[src/logic/mia_regs.vh]
// Register map, field positions and reset values of the indirect access block
// Function
// Read-only high identifier word at address 0x2, all sixteen bits.
// Low identifier word at 0x3 shows six identifier bits in [15:10].
// Low identifier word shows strapped model code [9:4], revision [3:0].
// Control 0xD function [15:14]: 00 address, 01 data without increment.
// Function 10 increments after reads and writes; 11 after writes only.
// Control bits [4:0] select which device the data register reaches.
// Address/data register at 0xE, sixteen bits, read/write, resets zero.
// Device 0x01 reaches PMA/PMD space, control at 0x0000 reset zero.
// Device 0x03 reaches PCS space, control at 0x0000 reset zero.
// Device 0x07 reaches autonegotiation space, control 0x0200 reset 0x1000.
// Address mode write stores address; data modes move register contents.
// Control bits [13:5] ignore writes and read as zero.
`ifndef MIA_REGS_VH
`define MIA_REGS_VH
`define MIA_ADDR_ID_HIGH 5'h02
`define MIA_ADDR_ID_LOW 5'h03
`define MIA_ADDR_CONTROL 5'h0d
`define MIA_ADDR_DATA 5'h0e
`define MIA_FUNC_HI 15
`define MIA_FUNC_LO 14
`define MIA_DEV_HI 4
`define MIA_DEV_LO 0
`define MIA_FUNC_ADDRESS 2'h0
`define MIA_FUNC_DATA 2'h1
`define MIA_FUNC_INC_RW 2'h2
`define MIA_FUNC_INC_W 2'h3
`define MIA_DEV_PMA 5'h01
`define MIA_DEV_PCS 5'h03
`define MIA_DEV_AN 5'h07
`define MIA_REG_PMA_CTRL 16'h0000
`define MIA_REG_PCS_CTRL 16'h0000
`define MIA_REG_AN_CTRL 16'h0200
`define MIA_RST_CONTROL 16'h0000
`define MIA_RST_DATA 16'h0000
`define MIA_RST_PMA_CTRL 16'h0000
`define MIA_RST_PCS_CTRL 16'h0000
`define MIA_RST_AN_CTRL 16'h1000
`endif

[src/logic/mia_mmd_space.v]
// Small store of the reachable extended device control registers
`timescale 1ns/1ps
`include "mia_regs.vh"
module mia_mmd_space
(
    input wire clk_i,
    input wire rst_i,
    input wire [4:0] dev_i,
    input wire [15:0] addr_i,
    input wire wr_i,
    input wire [15:0] wdata_i,
    output wire [15:0] rdata_o
);
    reg [15:0] pma_ctrl;
    reg [15:0] pcs_ctrl;
    reg [15:0] an_ctrl;
    reg [15:0] rd;
    wire hit_pma;
    wire hit_pcs;
    wire hit_an;

    // PMA decode
    assign hit_pma = (dev_i == `MIA_DEV_PMA) && (addr_i == `MIA_REG_PMA_CTRL);
    // PCS decode
    assign hit_pcs = (dev_i == `MIA_DEV_PCS) && (addr_i == `MIA_REG_PCS_CTRL);
    // autonegotiation decode
    assign hit_an = (dev_i == `MIA_DEV_AN) && (addr_i == `MIA_REG_AN_CTRL);

    // Control registers, reset to their documented values
    always @(posedge clk_i)
    begin
        if (rst_i)
        begin
            pma_ctrl <= `MIA_RST_PMA_CTRL;
            pcs_ctrl <= `MIA_RST_PCS_CTRL;
            an_ctrl <= `MIA_RST_AN_CTRL;
        end
        else if (wr_i)
        begin
            if (hit_pma)
                pma_ctrl <= wdata_i;
            if (hit_pcs)
                pcs_ctrl <= wdata_i;
            if (hit_an)
                an_ctrl <= wdata_i;
        end
    end

    // Unmapped locations read zero; writes to them are dropped
    always @*
    begin
        rd = 16'h0000;
        if (hit_pma)
            rd = pma_ctrl;
        if (hit_pcs)
            rd = pcs_ctrl;
        if (hit_an)
            rd = an_ctrl;
    end
    assign rdata_o = rd;
endmodule

[src/logic/mia_indirect_access.v]
// Identifier words and indirect access to the extended register space
`timescale 1ns/1ps
`include "mia_regs.vh"
module mia_indirect_access
#(
    parameter [15:0] ID_HIGH = 16'h1234,   // Arbitrary identifier value
    parameter [5:0] ID_LOW_BITS = 6'h15,   // Arbitrary identifier value
    parameter [3:0] REVISION = 4'h2        // Arbitrary revision value
)
(
    input wire CLOCK_I,
    input wire SYS_RST_I,
    input wire [5:0] MODEL_PINS_I,
    input wire [4:0] REG_ADDR_I,
    input wire REG_WR_I,
    input wire REG_RD_I,
    input wire [15:0] REG_WDATA_I,
    output wire [15:0] REG_RDATA_O,
    output wire REG_RVALID_O
);
    reg [5:0] model_meta;
    reg [5:0] model_sync;
    reg [5:0] model_code;
    reg strap_taken;
    reg [1:0] indirect_access_function;
    reg [4:0] target_device_select;
    reg [15:0] mmd_address;
    reg [15:0] rdata;
    reg rvalid;
    reg [1:0] next_function;
    reg [4:0] next_device_select;
    reg [15:0] next_address;
    reg [15:0] next_rdata;
    wire [15:0] mmd_rdata;
    wire hit_ctrl;
    wire hit_data;
    wire wr_ctrl;
    wire wr_data;
    wire rd_data;
    wire data_mode;
    wire acc_data_wr;
    wire acc_data_rd;
    wire advance;
    wire [15:0] ctrl_view;
    wire [15:0] id_low_view;
    wire [15:0] data_view;

    // Reset image of the control register, split into its two fields
    localparam [15:0] RST_CONTROL = `MIA_RST_CONTROL;

    // One register address against one strobe address
    function reg_hit;
        input [4:0] addr;
        input [4:0] target;
        begin
            reg_hit = (addr == target);
        end
    endfunction

    // Post-increment of one function code for one kind of data access
    function post_increment;
        input [1:0] func;
        input is_wr;
        input is_rd;
        begin
            // Codes 10 and 11 differ only in whether a read moves the address
            case (func)
                `MIA_FUNC_INC_RW: post_increment = is_wr | is_rd;
                `MIA_FUNC_INC_W: post_increment = is_wr;
                // Address mode and plain data mode never move the address
                default: post_increment = 1'b0;
            endcase
        end
    endfunction

    // strap synchroniser
    // Pins cross two flops; nothing but model_sync reads model_meta
    always @(posedge CLOCK_I)
    begin
        model_meta <= MODEL_PINS_I;
        model_sync <= model_meta;
    end

    // model code capture
    // Caught once after reset, so a strap moving later cannot disturb reads
    always @(posedge CLOCK_I)
    begin
        if (SYS_RST_I)
        begin
            strap_taken <= 1'b0;
            model_code <= 6'h00;
        end
        else if (!strap_taken)
        begin
            strap_taken <= 1'b1;
            model_code <= model_sync;
        end
    end

    // Register decode; writes to any other address are dropped
    // Only the two indirect registers react to writes; identifiers are fixed
    assign hit_ctrl = reg_hit(REG_ADDR_I, `MIA_ADDR_CONTROL);
    assign hit_data = reg_hit(REG_ADDR_I, `MIA_ADDR_DATA);
    assign wr_ctrl = REG_WR_I && hit_ctrl;
    assign wr_data = REG_WR_I && hit_data;
    assign rd_data = REG_RD_I && hit_data;

    // code 00 addresses, every other code moves register contents
    assign data_mode = (indirect_access_function != `MIA_FUNC_ADDRESS);
    assign acc_data_wr = wr_data && data_mode;
    assign acc_data_rd = rd_data && data_mode;

    // increment policy
    assign advance = post_increment(indirect_access_function, acc_data_wr, acc_data_rd);

    // reserved bits zero
    assign ctrl_view = {indirect_access_function, 9'h000, target_device_select};

    // Next control fields and stored address
    // A write and a read in one cycle both see the old contents
    always @*
    begin
        // Hold by default
        next_function = indirect_access_function;
        next_device_select = target_device_select;
        next_address = mmd_address;
        if (wr_ctrl)
        begin
            // function field
            next_function = REG_WDATA_I[`MIA_FUNC_HI:`MIA_FUNC_LO];
            // device select
            next_device_select = REG_WDATA_I[`MIA_DEV_HI:`MIA_DEV_LO];
        end
        // address capture
        if (wr_data && !data_mode)
        begin
            next_address = REG_WDATA_I;
        end
        // post increment after the access, wrapping at the top
        else if (advance)
        begin
            next_address = mmd_address + 16'h0001;
        end
    end

    // Control and address registers; reserved control bits are never stored
    always @(posedge CLOCK_I)
    begin
        if (SYS_RST_I)
        begin
            indirect_access_function <= RST_CONTROL[`MIA_FUNC_HI:`MIA_FUNC_LO];
            target_device_select <= RST_CONTROL[`MIA_DEV_HI:`MIA_DEV_LO];
            // address/data register resets to zero
            mmd_address <= `MIA_RST_DATA;
        end
        else
        begin
            indirect_access_function <= next_function;
            target_device_select <= next_device_select;
            // read/write address/data register
            mmd_address <= next_address;
        end
    end

    // data transfer
    // Writes reach the store only in data modes; the address mode never does
    mia_mmd_space u_space
    (
        .clk_i(CLOCK_I),
        .rst_i(SYS_RST_I),
        .dev_i(target_device_select),
        .addr_i(mmd_address),
        .wr_i(acc_data_wr),
        .wdata_i(REG_WDATA_I),
        .rdata_o(mmd_rdata)
    );

    // low identifier
    assign id_low_view = {ID_LOW_BITS, model_code, REVISION};

    // Address mode reads the stored address back, data modes the MMD word
    assign data_view = data_mode ? mmd_rdata : mmd_address;

    // Read mux; unmapped addresses answer zero
    always @*
    begin
        next_rdata = 16'h0000;
        case (REG_ADDR_I)
            // high identifier
            `MIA_ADDR_ID_HIGH: next_rdata = ID_HIGH;
            `MIA_ADDR_ID_LOW: next_rdata = id_low_view;
            // control readback
            `MIA_ADDR_CONTROL: next_rdata = ctrl_view;
            // indirect register
            `MIA_ADDR_DATA: next_rdata = data_view;
            default: next_rdata = 16'h0000;
        endcase
    end

    // Read answer one cycle after the strobe
    // Data holds between reads, so a slow host may pick it up late
    always @(posedge CLOCK_I)
    begin
        if (SYS_RST_I)
        begin
            rdata <= 16'h0000;
            rvalid <= 1'b0;
        end
        else
        begin
            // Both strobes in one cycle still give a single answer
            rvalid <= REG_RD_I;
            if (REG_RD_I)
            begin
                rdata <= next_rdata;
            end
        end
    end

    assign REG_RDATA_O = rdata;
    assign REG_RVALID_O = rvalid;
endmodule

[config.mk]
export PLATFORM = sky130hd
export DESIGN_NAME = mia_indirect_access
export DESIGN_NICKNAME = d
export VERILOG_FILES = /design/src/logic/mia_mmd_space.v /design/src/logic/mia_indirect_access.v
export VERILOG_INCLUDE_DIRS = /design/src /design/src/logic
export SDC_FILE = /design/constraint.sdc
export NUM_CORES = 1
export LEC_CHECK = 0
export BUFFER_PORTS_ARGS = -buffer_cell sky130_fd_sc_hd__buf_2
export CORE_MARGIN = 2
export CORE_UTILIZATION = 55
export DETAILED_ROUTE_END_ITERATION = 6
export GPL_ROUTABILITY_DRIVEN = 0
export PLACE_DENSITY = 0.75
export SETUP_SLACK_MARGIN = 0.4
export SLEW_MARGIN = 5
export SYNTH_ARGS = -nofsm -noshare
export SYNTH_HDL_FRONTEND = slang
export SYNTH_HIERARCHICAL = 1
export SYNTH_SLANG_ARGS = --single-unit
[constraint.sdc]
create_clock -name CLOCK_I -period 4 [get_ports CLOCK_I]
set_clock_uncertainty 0.05 [all_clocks]
set_input_delay 0 -clock CLOCK_I [delete_from_list [all_inputs] [get_ports CLOCK_I]]
set_output_delay 0 -clock CLOCK_I [all_outputs]
set_load 0.02 [all_outputs]
==> key figures, run 1 <==
Synthesis
  – Yosys top cell by area: dfxtp_1
  – Syn avg cell area: 9.57 um2
  – Post-synthesis instance area: 5440 um2
  – Primary FF master, synth: dfxtp_1
  – Top-count cell post-synth: dfxtp_1
  – Post-synthesis mux area share: 16.8%
  – Simple-gate share of the synthesized area: 22.1%
  – Post-synthesis cell count: 568
  – Async set-or-reset flop fraction in the synthesized netlist: 0%
  – Yosys top cell area share: 39.4%
  – Synthesized Nets: 600
  – Seq/Total Area, Yosys: 39.4%
  – Top cells by count, synth: dfxtp_1 (107), mux2i_1 (88), nand2b_1 (73), a21oi_1 (23), clkbuf_1 (22)
  – Post-synth EDFFs: 0
  – Main combinational cell family by area after synthesis: simple AND/OR/NAND/NOR gates
  – XOR/XNOR share of the synthesized area: 0.161%
  – Post-synthesis compound-gate area fraction: 15.9%
  – Seq cells post-synth: 107
  – Post-Synth Adder-Cell Area: 0.230%
  – Synth unique cells: 68
  – Synth area leaders: dfxtp_1 (39%), mux2i_1 (16%), nand2b_1 (8.4%), o2bb2ai_1 (3.1%), a21oi_1 (2.1%)
  – Yosys warns: 6

Layout
  – Antenna diodes: 0
  – Fin area: 6060 um2
  – Post-layout util: 62.5%
  – Multi-input gate area: 3010 um2
  – Filler cells: 843
  – NumNets Final: 645
  – Layout Cells excl Fill: 751
  – Share of cells above drive strength 1: 14.7%
  – Synth-to-Final Area Change: 11.4%
  – Register area: 2140 um2

Setup path
  – Crit Path Class: reg2reg
  – FF-to-FF setup slack: 1.09 ns
  – CP peak stage delay: 0.85 ns
  – Crit. End Element: flip-flop
  – Worst path slowest cell: or4_1
  – Setup crit start kind: flip-flop
  – CP Data Arrival Time: 3.09 ns
  – Worst r2r src: indirect_access_function[1]
  – Crit-path cells: nor2_1, nor3b_1, nand2_1, or4_1, mux2i_1
  – Worst reg2reg endpoint: u_space/an_ctrl[0]
  – CP Data Required Time: 4.18 ns
  – Worst setup path endpoint: u_space/an_ctrl[0]
  – Depth of the worst register-to-register path: 5
  – Critical Path Start: indirect_access_function[1]
  – Peak fanout along the critical path: 19

Timing
  – Final min period: 2.91 ns
  – Final hold violation count: 0
  – Slew headroom: 20.9%
  – Setup TNS: 0 ns
  – Fmax: 0.343 GHz
  – Pins Over Slew Limit: 0
  – Final setup vio count: 0
  – Final period util: 72.8%
  – Worst-Margin Slew: 1.18 ns
  – RSZ-0062 raised after global routing: no
  – Worst setup margin: 1.09 ns

Floorplan
  – # IOs: 48
  – Chip Width: 103 um
  – Core area: 9680 um2
  – # rows: 36
  – Die height: 103 um
  – Initial Util: 56.1%
  – Die area: 10,700 um2

Clock tree
  – CTS Buffer Depth: 2
  – Postcts setup bufs: 0
  – Skew-Pair Late Insertion Delay: 0.38 ns
  – CTS tree: done
  – Post-CTS sizing: 0
  – Clk pin slew, worst setup/hold paths: 0.10 ns
  – Hold_buf cts: 23
  – Clock sinks: 107
  – Num CTS Buffers: 9
  – CTS Root Cell: clkbuf_8
  – Htree depth: 3

Routing
  – Antenna Nets Post-Route: 0
  – Initial DRC count: 414
  – Wire per inst: 18.6 um
  – Vias per Instance: 6.17
  – Via count: 4,633
  – Post-route DRC: 0
  – Final WL: 14,000 um
  – DRT Pass-1 Iters: 5

Global route
  – Pin count of the biggest net entering global routing: 50
  – Tot GR Track Use: 26.9%
  – Number of global-route vias before repair: 4,219
  – Global-route wire length before repair: 22,000 um
  – Grt total ovfl: 0
  – Initial antenna violation count: 0

Power
  – Peak supply drop: 0.175 mV
  – Pwr Density: 305 nW/um2
  – LEAKAGE: 2.36 nW

Min path
  – Hold crit path type: in2reg

Placement
  – DP Worst Slack: 1.20 ns
  – Placed Instances: 712
  – Detail Placement HPWL: 9820 um
  – Placement Cell Area: 5650 um2
  – Port buffer count: 47

Status
  – Status: completed

Job
  – Max-cap violations: 0
==> sequential cells by signal, summed over array words and instances (netlist names) <==
signal                    count
u_space/pma_ctrl             16
model_sync                    6
u_space/an_ctrl              16
target_device_select          5
indirect_access_function      2
model_meta                    6
mmd_address                  16
strap_taken                   1
u_space/pcs_ctrl             16
REG_RDATA_O                  16
REG_RVALID_O                  1
model_code                    6
==> cell families after synthesis <==
logic type	Yosys count
XOR/XNOR	1
multiplexers	91
adder cells (fa/ha/maj)	1
flip-flops	107
buffers and inverters	56
AO/OA/AOI/OAI	119
AND/OR/NAND/NOR	193
==> worst min-delay path by stage <==
stage,start,end,slack (ns),cells past startpoint
final,REG_ADDR_I[4],REG_RDATA_O[2],0.06,3
after detailed placement,MODEL_PINS_I[4],model_meta[4],0.05,1
after global placement,MODEL_PINS_I[3],model_meta[3],0.05,1
after floorplan,MODEL_PINS_I[0],model_meta[0],-0.02,0
after CTS,REG_ADDR_I[4],REG_RDATA_O[0],0.04,4
after global routing,REG_ADDR_I[4],REG_RDATA_O[2],0.06,3
==> critical path, delay by kind of cell (launching register included) <==
| family | cells | cell delay (ns) |
|---|---|---|
| AND/OR/NAND/NOR | 4 | 1.81 |
| flip-flops | 1 | 0.65 |
| multiplexers | 1 | 0.24 |
==> per-stage QoR <==
step | power (mW) | hold slack, ns
after global routing | 1.90 | 0.0610
after CTS | 1.84 | 0.0448
final | 1.85 | 0.0586
after floorplan | 1.19 | -0.0223
after global placement | 1.23 | 0.0522
after detailed placement | 1.23 | 0.0536
==> power by group <==
part / leakage (nW) / switching [mW] / total (mW) / internal (mW)
clock network: 0.0872 / 0.387 / 0.620 / 0.233
registers: 0.868 / 0.00829 / 1.09 / 1.08
logic: 1.40 / 0.0807 / 0.141 / 0.0604
==> cell usage in the layout, fill, tap and decap left out, drive strengths merged, types with 4 or more instances in the layout <==
cell | netlist | final
nor2b | 8 | 8
a22oi | 4 | 4
nand2 | 13 | 13
nand2b | 73 | 73
or4 | 5 | 5
or3b | 6 | 6
dlygate4sd3 | 0 | 23
nand4 | 6 | 6
o2bb2ai | 19 | 19
nand3 | 16 | 16
and3 | 4 | 4
nor3 | 6 | 6
o22ai | 4 | 4
clkbuf | 23 | 10
inv | 13 | 15
buf | 20 | 54
dfxtp | 107 | 107
a211oi | 9 | 9
o21ai | 17 | 17
o211ai | 5 | 5
mux2i | 88 | 88
nor2 | 21 | 21
a22o | 7 | 7
nor4 | 10 | 10
a21oi | 23 | 23
o32ai | 6 | 6
or3 | 6 | 6
==> per-layer routing <==
metal	GRT usage, %	part of all wire, %
met3	4.30	6.7
met1	37.6	45
met4	12.7	3.8
met2	40.7	45
met5	0	0
==> final cells by class <==
type / count / area share (%)
tap: 133 / 2.75
clock inverter: 6 / 0.785
inverter: 13 / 0.806
clock buffer: 10 / 2.11
multi-input combinational: 405 / 49.6
sequential: 107 / 35.4
timing repair buffer: 77 / 8.55
(Power assumes the default switching activity.)
==> run 2: changes to the inputs <==
clock period = 3.03 ns   (was 4 ns; I/O delays follow)
==> run 2 against run 1 <==
Effect of this change: fmax increased by 3.9%; via count increased by 2.7%; final cell count increased by 1.2%; first-iteration DRC count increased by 3.4%; power increased by 36%; largest cell class unchanged; critical path type unchanged.
==> key figures, run 2 (same netlist as run 1, synthesis figures left out) <==
Status
  – Status: completed

Routing
  – Met1 WL: 6400 um (+2.4%)
  – Wire per inst: 19.9 um (+6.6%)
  – Final WL: 15,100 um (+7.8%)
  – DRT Pass-1 Iters: 6 (+1)
  – Post-route DRC: 0 (unchanged)
  – Met3 Wirelength: 1120 um (+20%)
  – Vias per Instance: 6.26 (+1.5%)
  – Via count: 4,757 (+2.7%)
  – Initial DRC count: 428 (+3.4%)
  – Top layer in use: met4
  – Antenna Nets Post-Route: 0 (unchanged)
  – Met2 WL: 6910 um (+10%)

Floorplan
  – # rows: 36 (unchanged)
  – Die area: 10,700 um2 (unchanged)
  – # IOs: 48 (unchanged)
  – Core area: 9680 um2 (unchanged)
  – Die height: 103 um (unchanged)
  – Chip Width: 103 um (unchanged)
  – Initial Util: 56.1% (unchanged)

Clock tree
  – CTS Buffer Depth: 2 (unchanged)
  – Clock sinks: 107 (unchanged)
  – CTS tree: done
  – CTS Root Cell: clkbuf_8
  – Htree depth: 3 (unchanged)
  – Clk pin slew, worst setup/hold paths: 0.12 ns (+0.02 ns)
  – Num CTS Buffers: 9 (unchanged)
  – Skew-Pair Late Insertion Delay: 0.37 ns (about the same)

Timing
  – Worst-Margin Slew: 1.21 ns (+0.0287 ns)
  – Final hold violation count: 0 (unchanged)
  – Worst setup margin: 0.226 ns (-0.860 ns)
  – Pins Over Slew Limit: 0 (unchanged)
  – Final period util: 92.5% (+20 points)
  – Slew headroom: 18.9% (-2.0 points)
  – Final setup vio count: 0 (unchanged)
  – RSZ-0062 raised after global routing: no
  – Setup TNS: 0 ns (unchanged)
  – Final min period: 2.80 ns (-0.110 ns)
  – Fmax: 0.357 GHz (+3.9%)

Setup path
  – Crit-path cells: nor3b_1, nand3_1, o21a_1, o311ai_2
  – Depth of the worst register-to-register path: 4 (-1)
  – Top delay family on crit path: simple AND/OR/NAND/NOR gates
  – Critical Path Start: indirect_access_function[1]
  – CP peak stage delay: 1.01 ns (+0.16 ns)
  – Worst r2r src: indirect_access_function[1]
  – CP Data Required Time: 3.27 ns (-0.91 ns)
  – Setup crit start kind: flip-flop
  – CP Data Arrival Time: 3.04 ns (-0.05 ns)
  – Crit Path Class: reg2reg
  – FF-to-FF setup slack: 0.23 ns (-0.86 ns)
  – Worst path slowest cell: nor3b_1
  – Crit path buffers/inverters: 0 (unchanged)
  – Worst reg2reg endpoint: mmd_address[14]
  – Crit. End Element: flip-flop
  – Peak fanout along the critical path: 11 (-8)

Min path
  – Hold crit path type: in2reg
  – Hold path cells: 2 (-1)
  – Worst Hold Endpoint: model_code[3]
  – Hold_sp: SYS_RST_I

Power
  – Peak supply drop: 0.282 mV (+61%)
  – LEAKAGE: 2.42 nW (+2.6%)
  – Pwr Density: 409 nW/um2 (+34%)

Placement
  – Placement Cell Area: 5720 um2 (+1.2%)
  – Placed Instances: 721 (+1.3%)
  – Detail Placement HPWL: 10,400 um (+5.6%)
  – Port buffer count: 47 (unchanged)
  – DP Worst Slack: 0.494 ns (-0.707 ns)

Global route
  – Number of global-route vias before repair: 4,502 (+6.7%)
  – Initial antenna violation count: 0 (unchanged)
  – Global-route wire length before repair: 23,500 um (+6.6%)
  – Tot GR Track Use: 28.6% (+1.7 points)
  – Pin count of the biggest net entering global routing: 54 (+8.0%)
  – Grt total ovfl: 0 (unchanged)

Layout
  – Share of cells above drive strength 1: 16.4% (+1.7 points)
  – Filler cells: 813 (-3.6%)
  – Synth-to-Final Area Change: 13.3%
  – Layout Cells excl Fill: 760 (+1.2%)
  – Most frequent cells in the layout: dfxtp_1 (107), mux2i_1 (88), nand2b_1 (73)
  – Most common cell after layout, fill and taps aside: dfxtp_1
  – NumNets Final: 654 (+1.4%)
  – Antenna diodes: 0 (unchanged)
  – Post-layout util: 63.6% (+1.1 points)
  – Fin area: 6160 um2 (+1.7%)

Job
  – Max-cap violations: 0 (unchanged)
==> run 2: through the flow <==
step / hold slack, ns / power (mW)
6_report: 0.0202 / 2.52
5_1_grt: 0.0299 / 2.61
4_1_cts: 0.00984 / 2.53
3_5_place_dp: 0.0536 / 1.63
3_3_place_gp: 0.0518 / 1.62
2_1_floorplan: -0.0223 / 1.57
==> run 2: area by class of cell <==
type | count | area [um2] | share of cell area (%)
Timing Repair Buffer | 86 | 586 | 9.51
Clock inverter | 7 | 76.3 | 1.24
Sequential cell | 107 | 2140 | 34.8
Clock buffer | 9 | 124 | 2.01
Inverter | 13 | 48.8 | 0.792
Multi-Input combinational cell | 405 | 3020 | 49.0
Tap cell | 133 | 166 | 2.70
==> run 2: worst max path at each step <==
stage	cells after the start	slack, ns	to
2_1_floorplan	9	0.75	REG_RDATA_O[5]
3_3_place_gp	8	0.57	REG_RDATA_O[10]
3_5_place_dp	8	0.49	REG_RDATA_O[9]
4_1_cts	8	0.44	REG_RDATA_O[9]
5_1_grt	4	0.41	mmd_address[14]
6_report	4	0.23	mmd_address[14]
==> run 2: routing by layer <==
layer  global-route usage (%)  up-vias
li1                         -     2191
met5                        0        -
met4                     12.7        0
met1                     38.1     2262
met3                     4.91       58
met2                     45.5      246
==> run 2: worst register-to-register path: cells and delay by family, from the launching register on <==
family          cells  cell delay [ns]
simple gates        2             1.70
compound gates      2             0.56
flops               1             0.41
==> run 2: timing repair <==
item,CTS,global route
hold buffers,23,0
setup buffers,0,0
resized for setup,0,3
setup endpoints to repair,0,11
endpoints found under the hold margin,75,0
==> run 2: power breakdown <==
part           switching [mW]  internal, mW  leakage (nW)
clock network           0.566         0.332         0.103
logic                   0.109        0.0804          1.45
registers              0.0102          1.42         0.868
total                   0.685          1.83          2.42
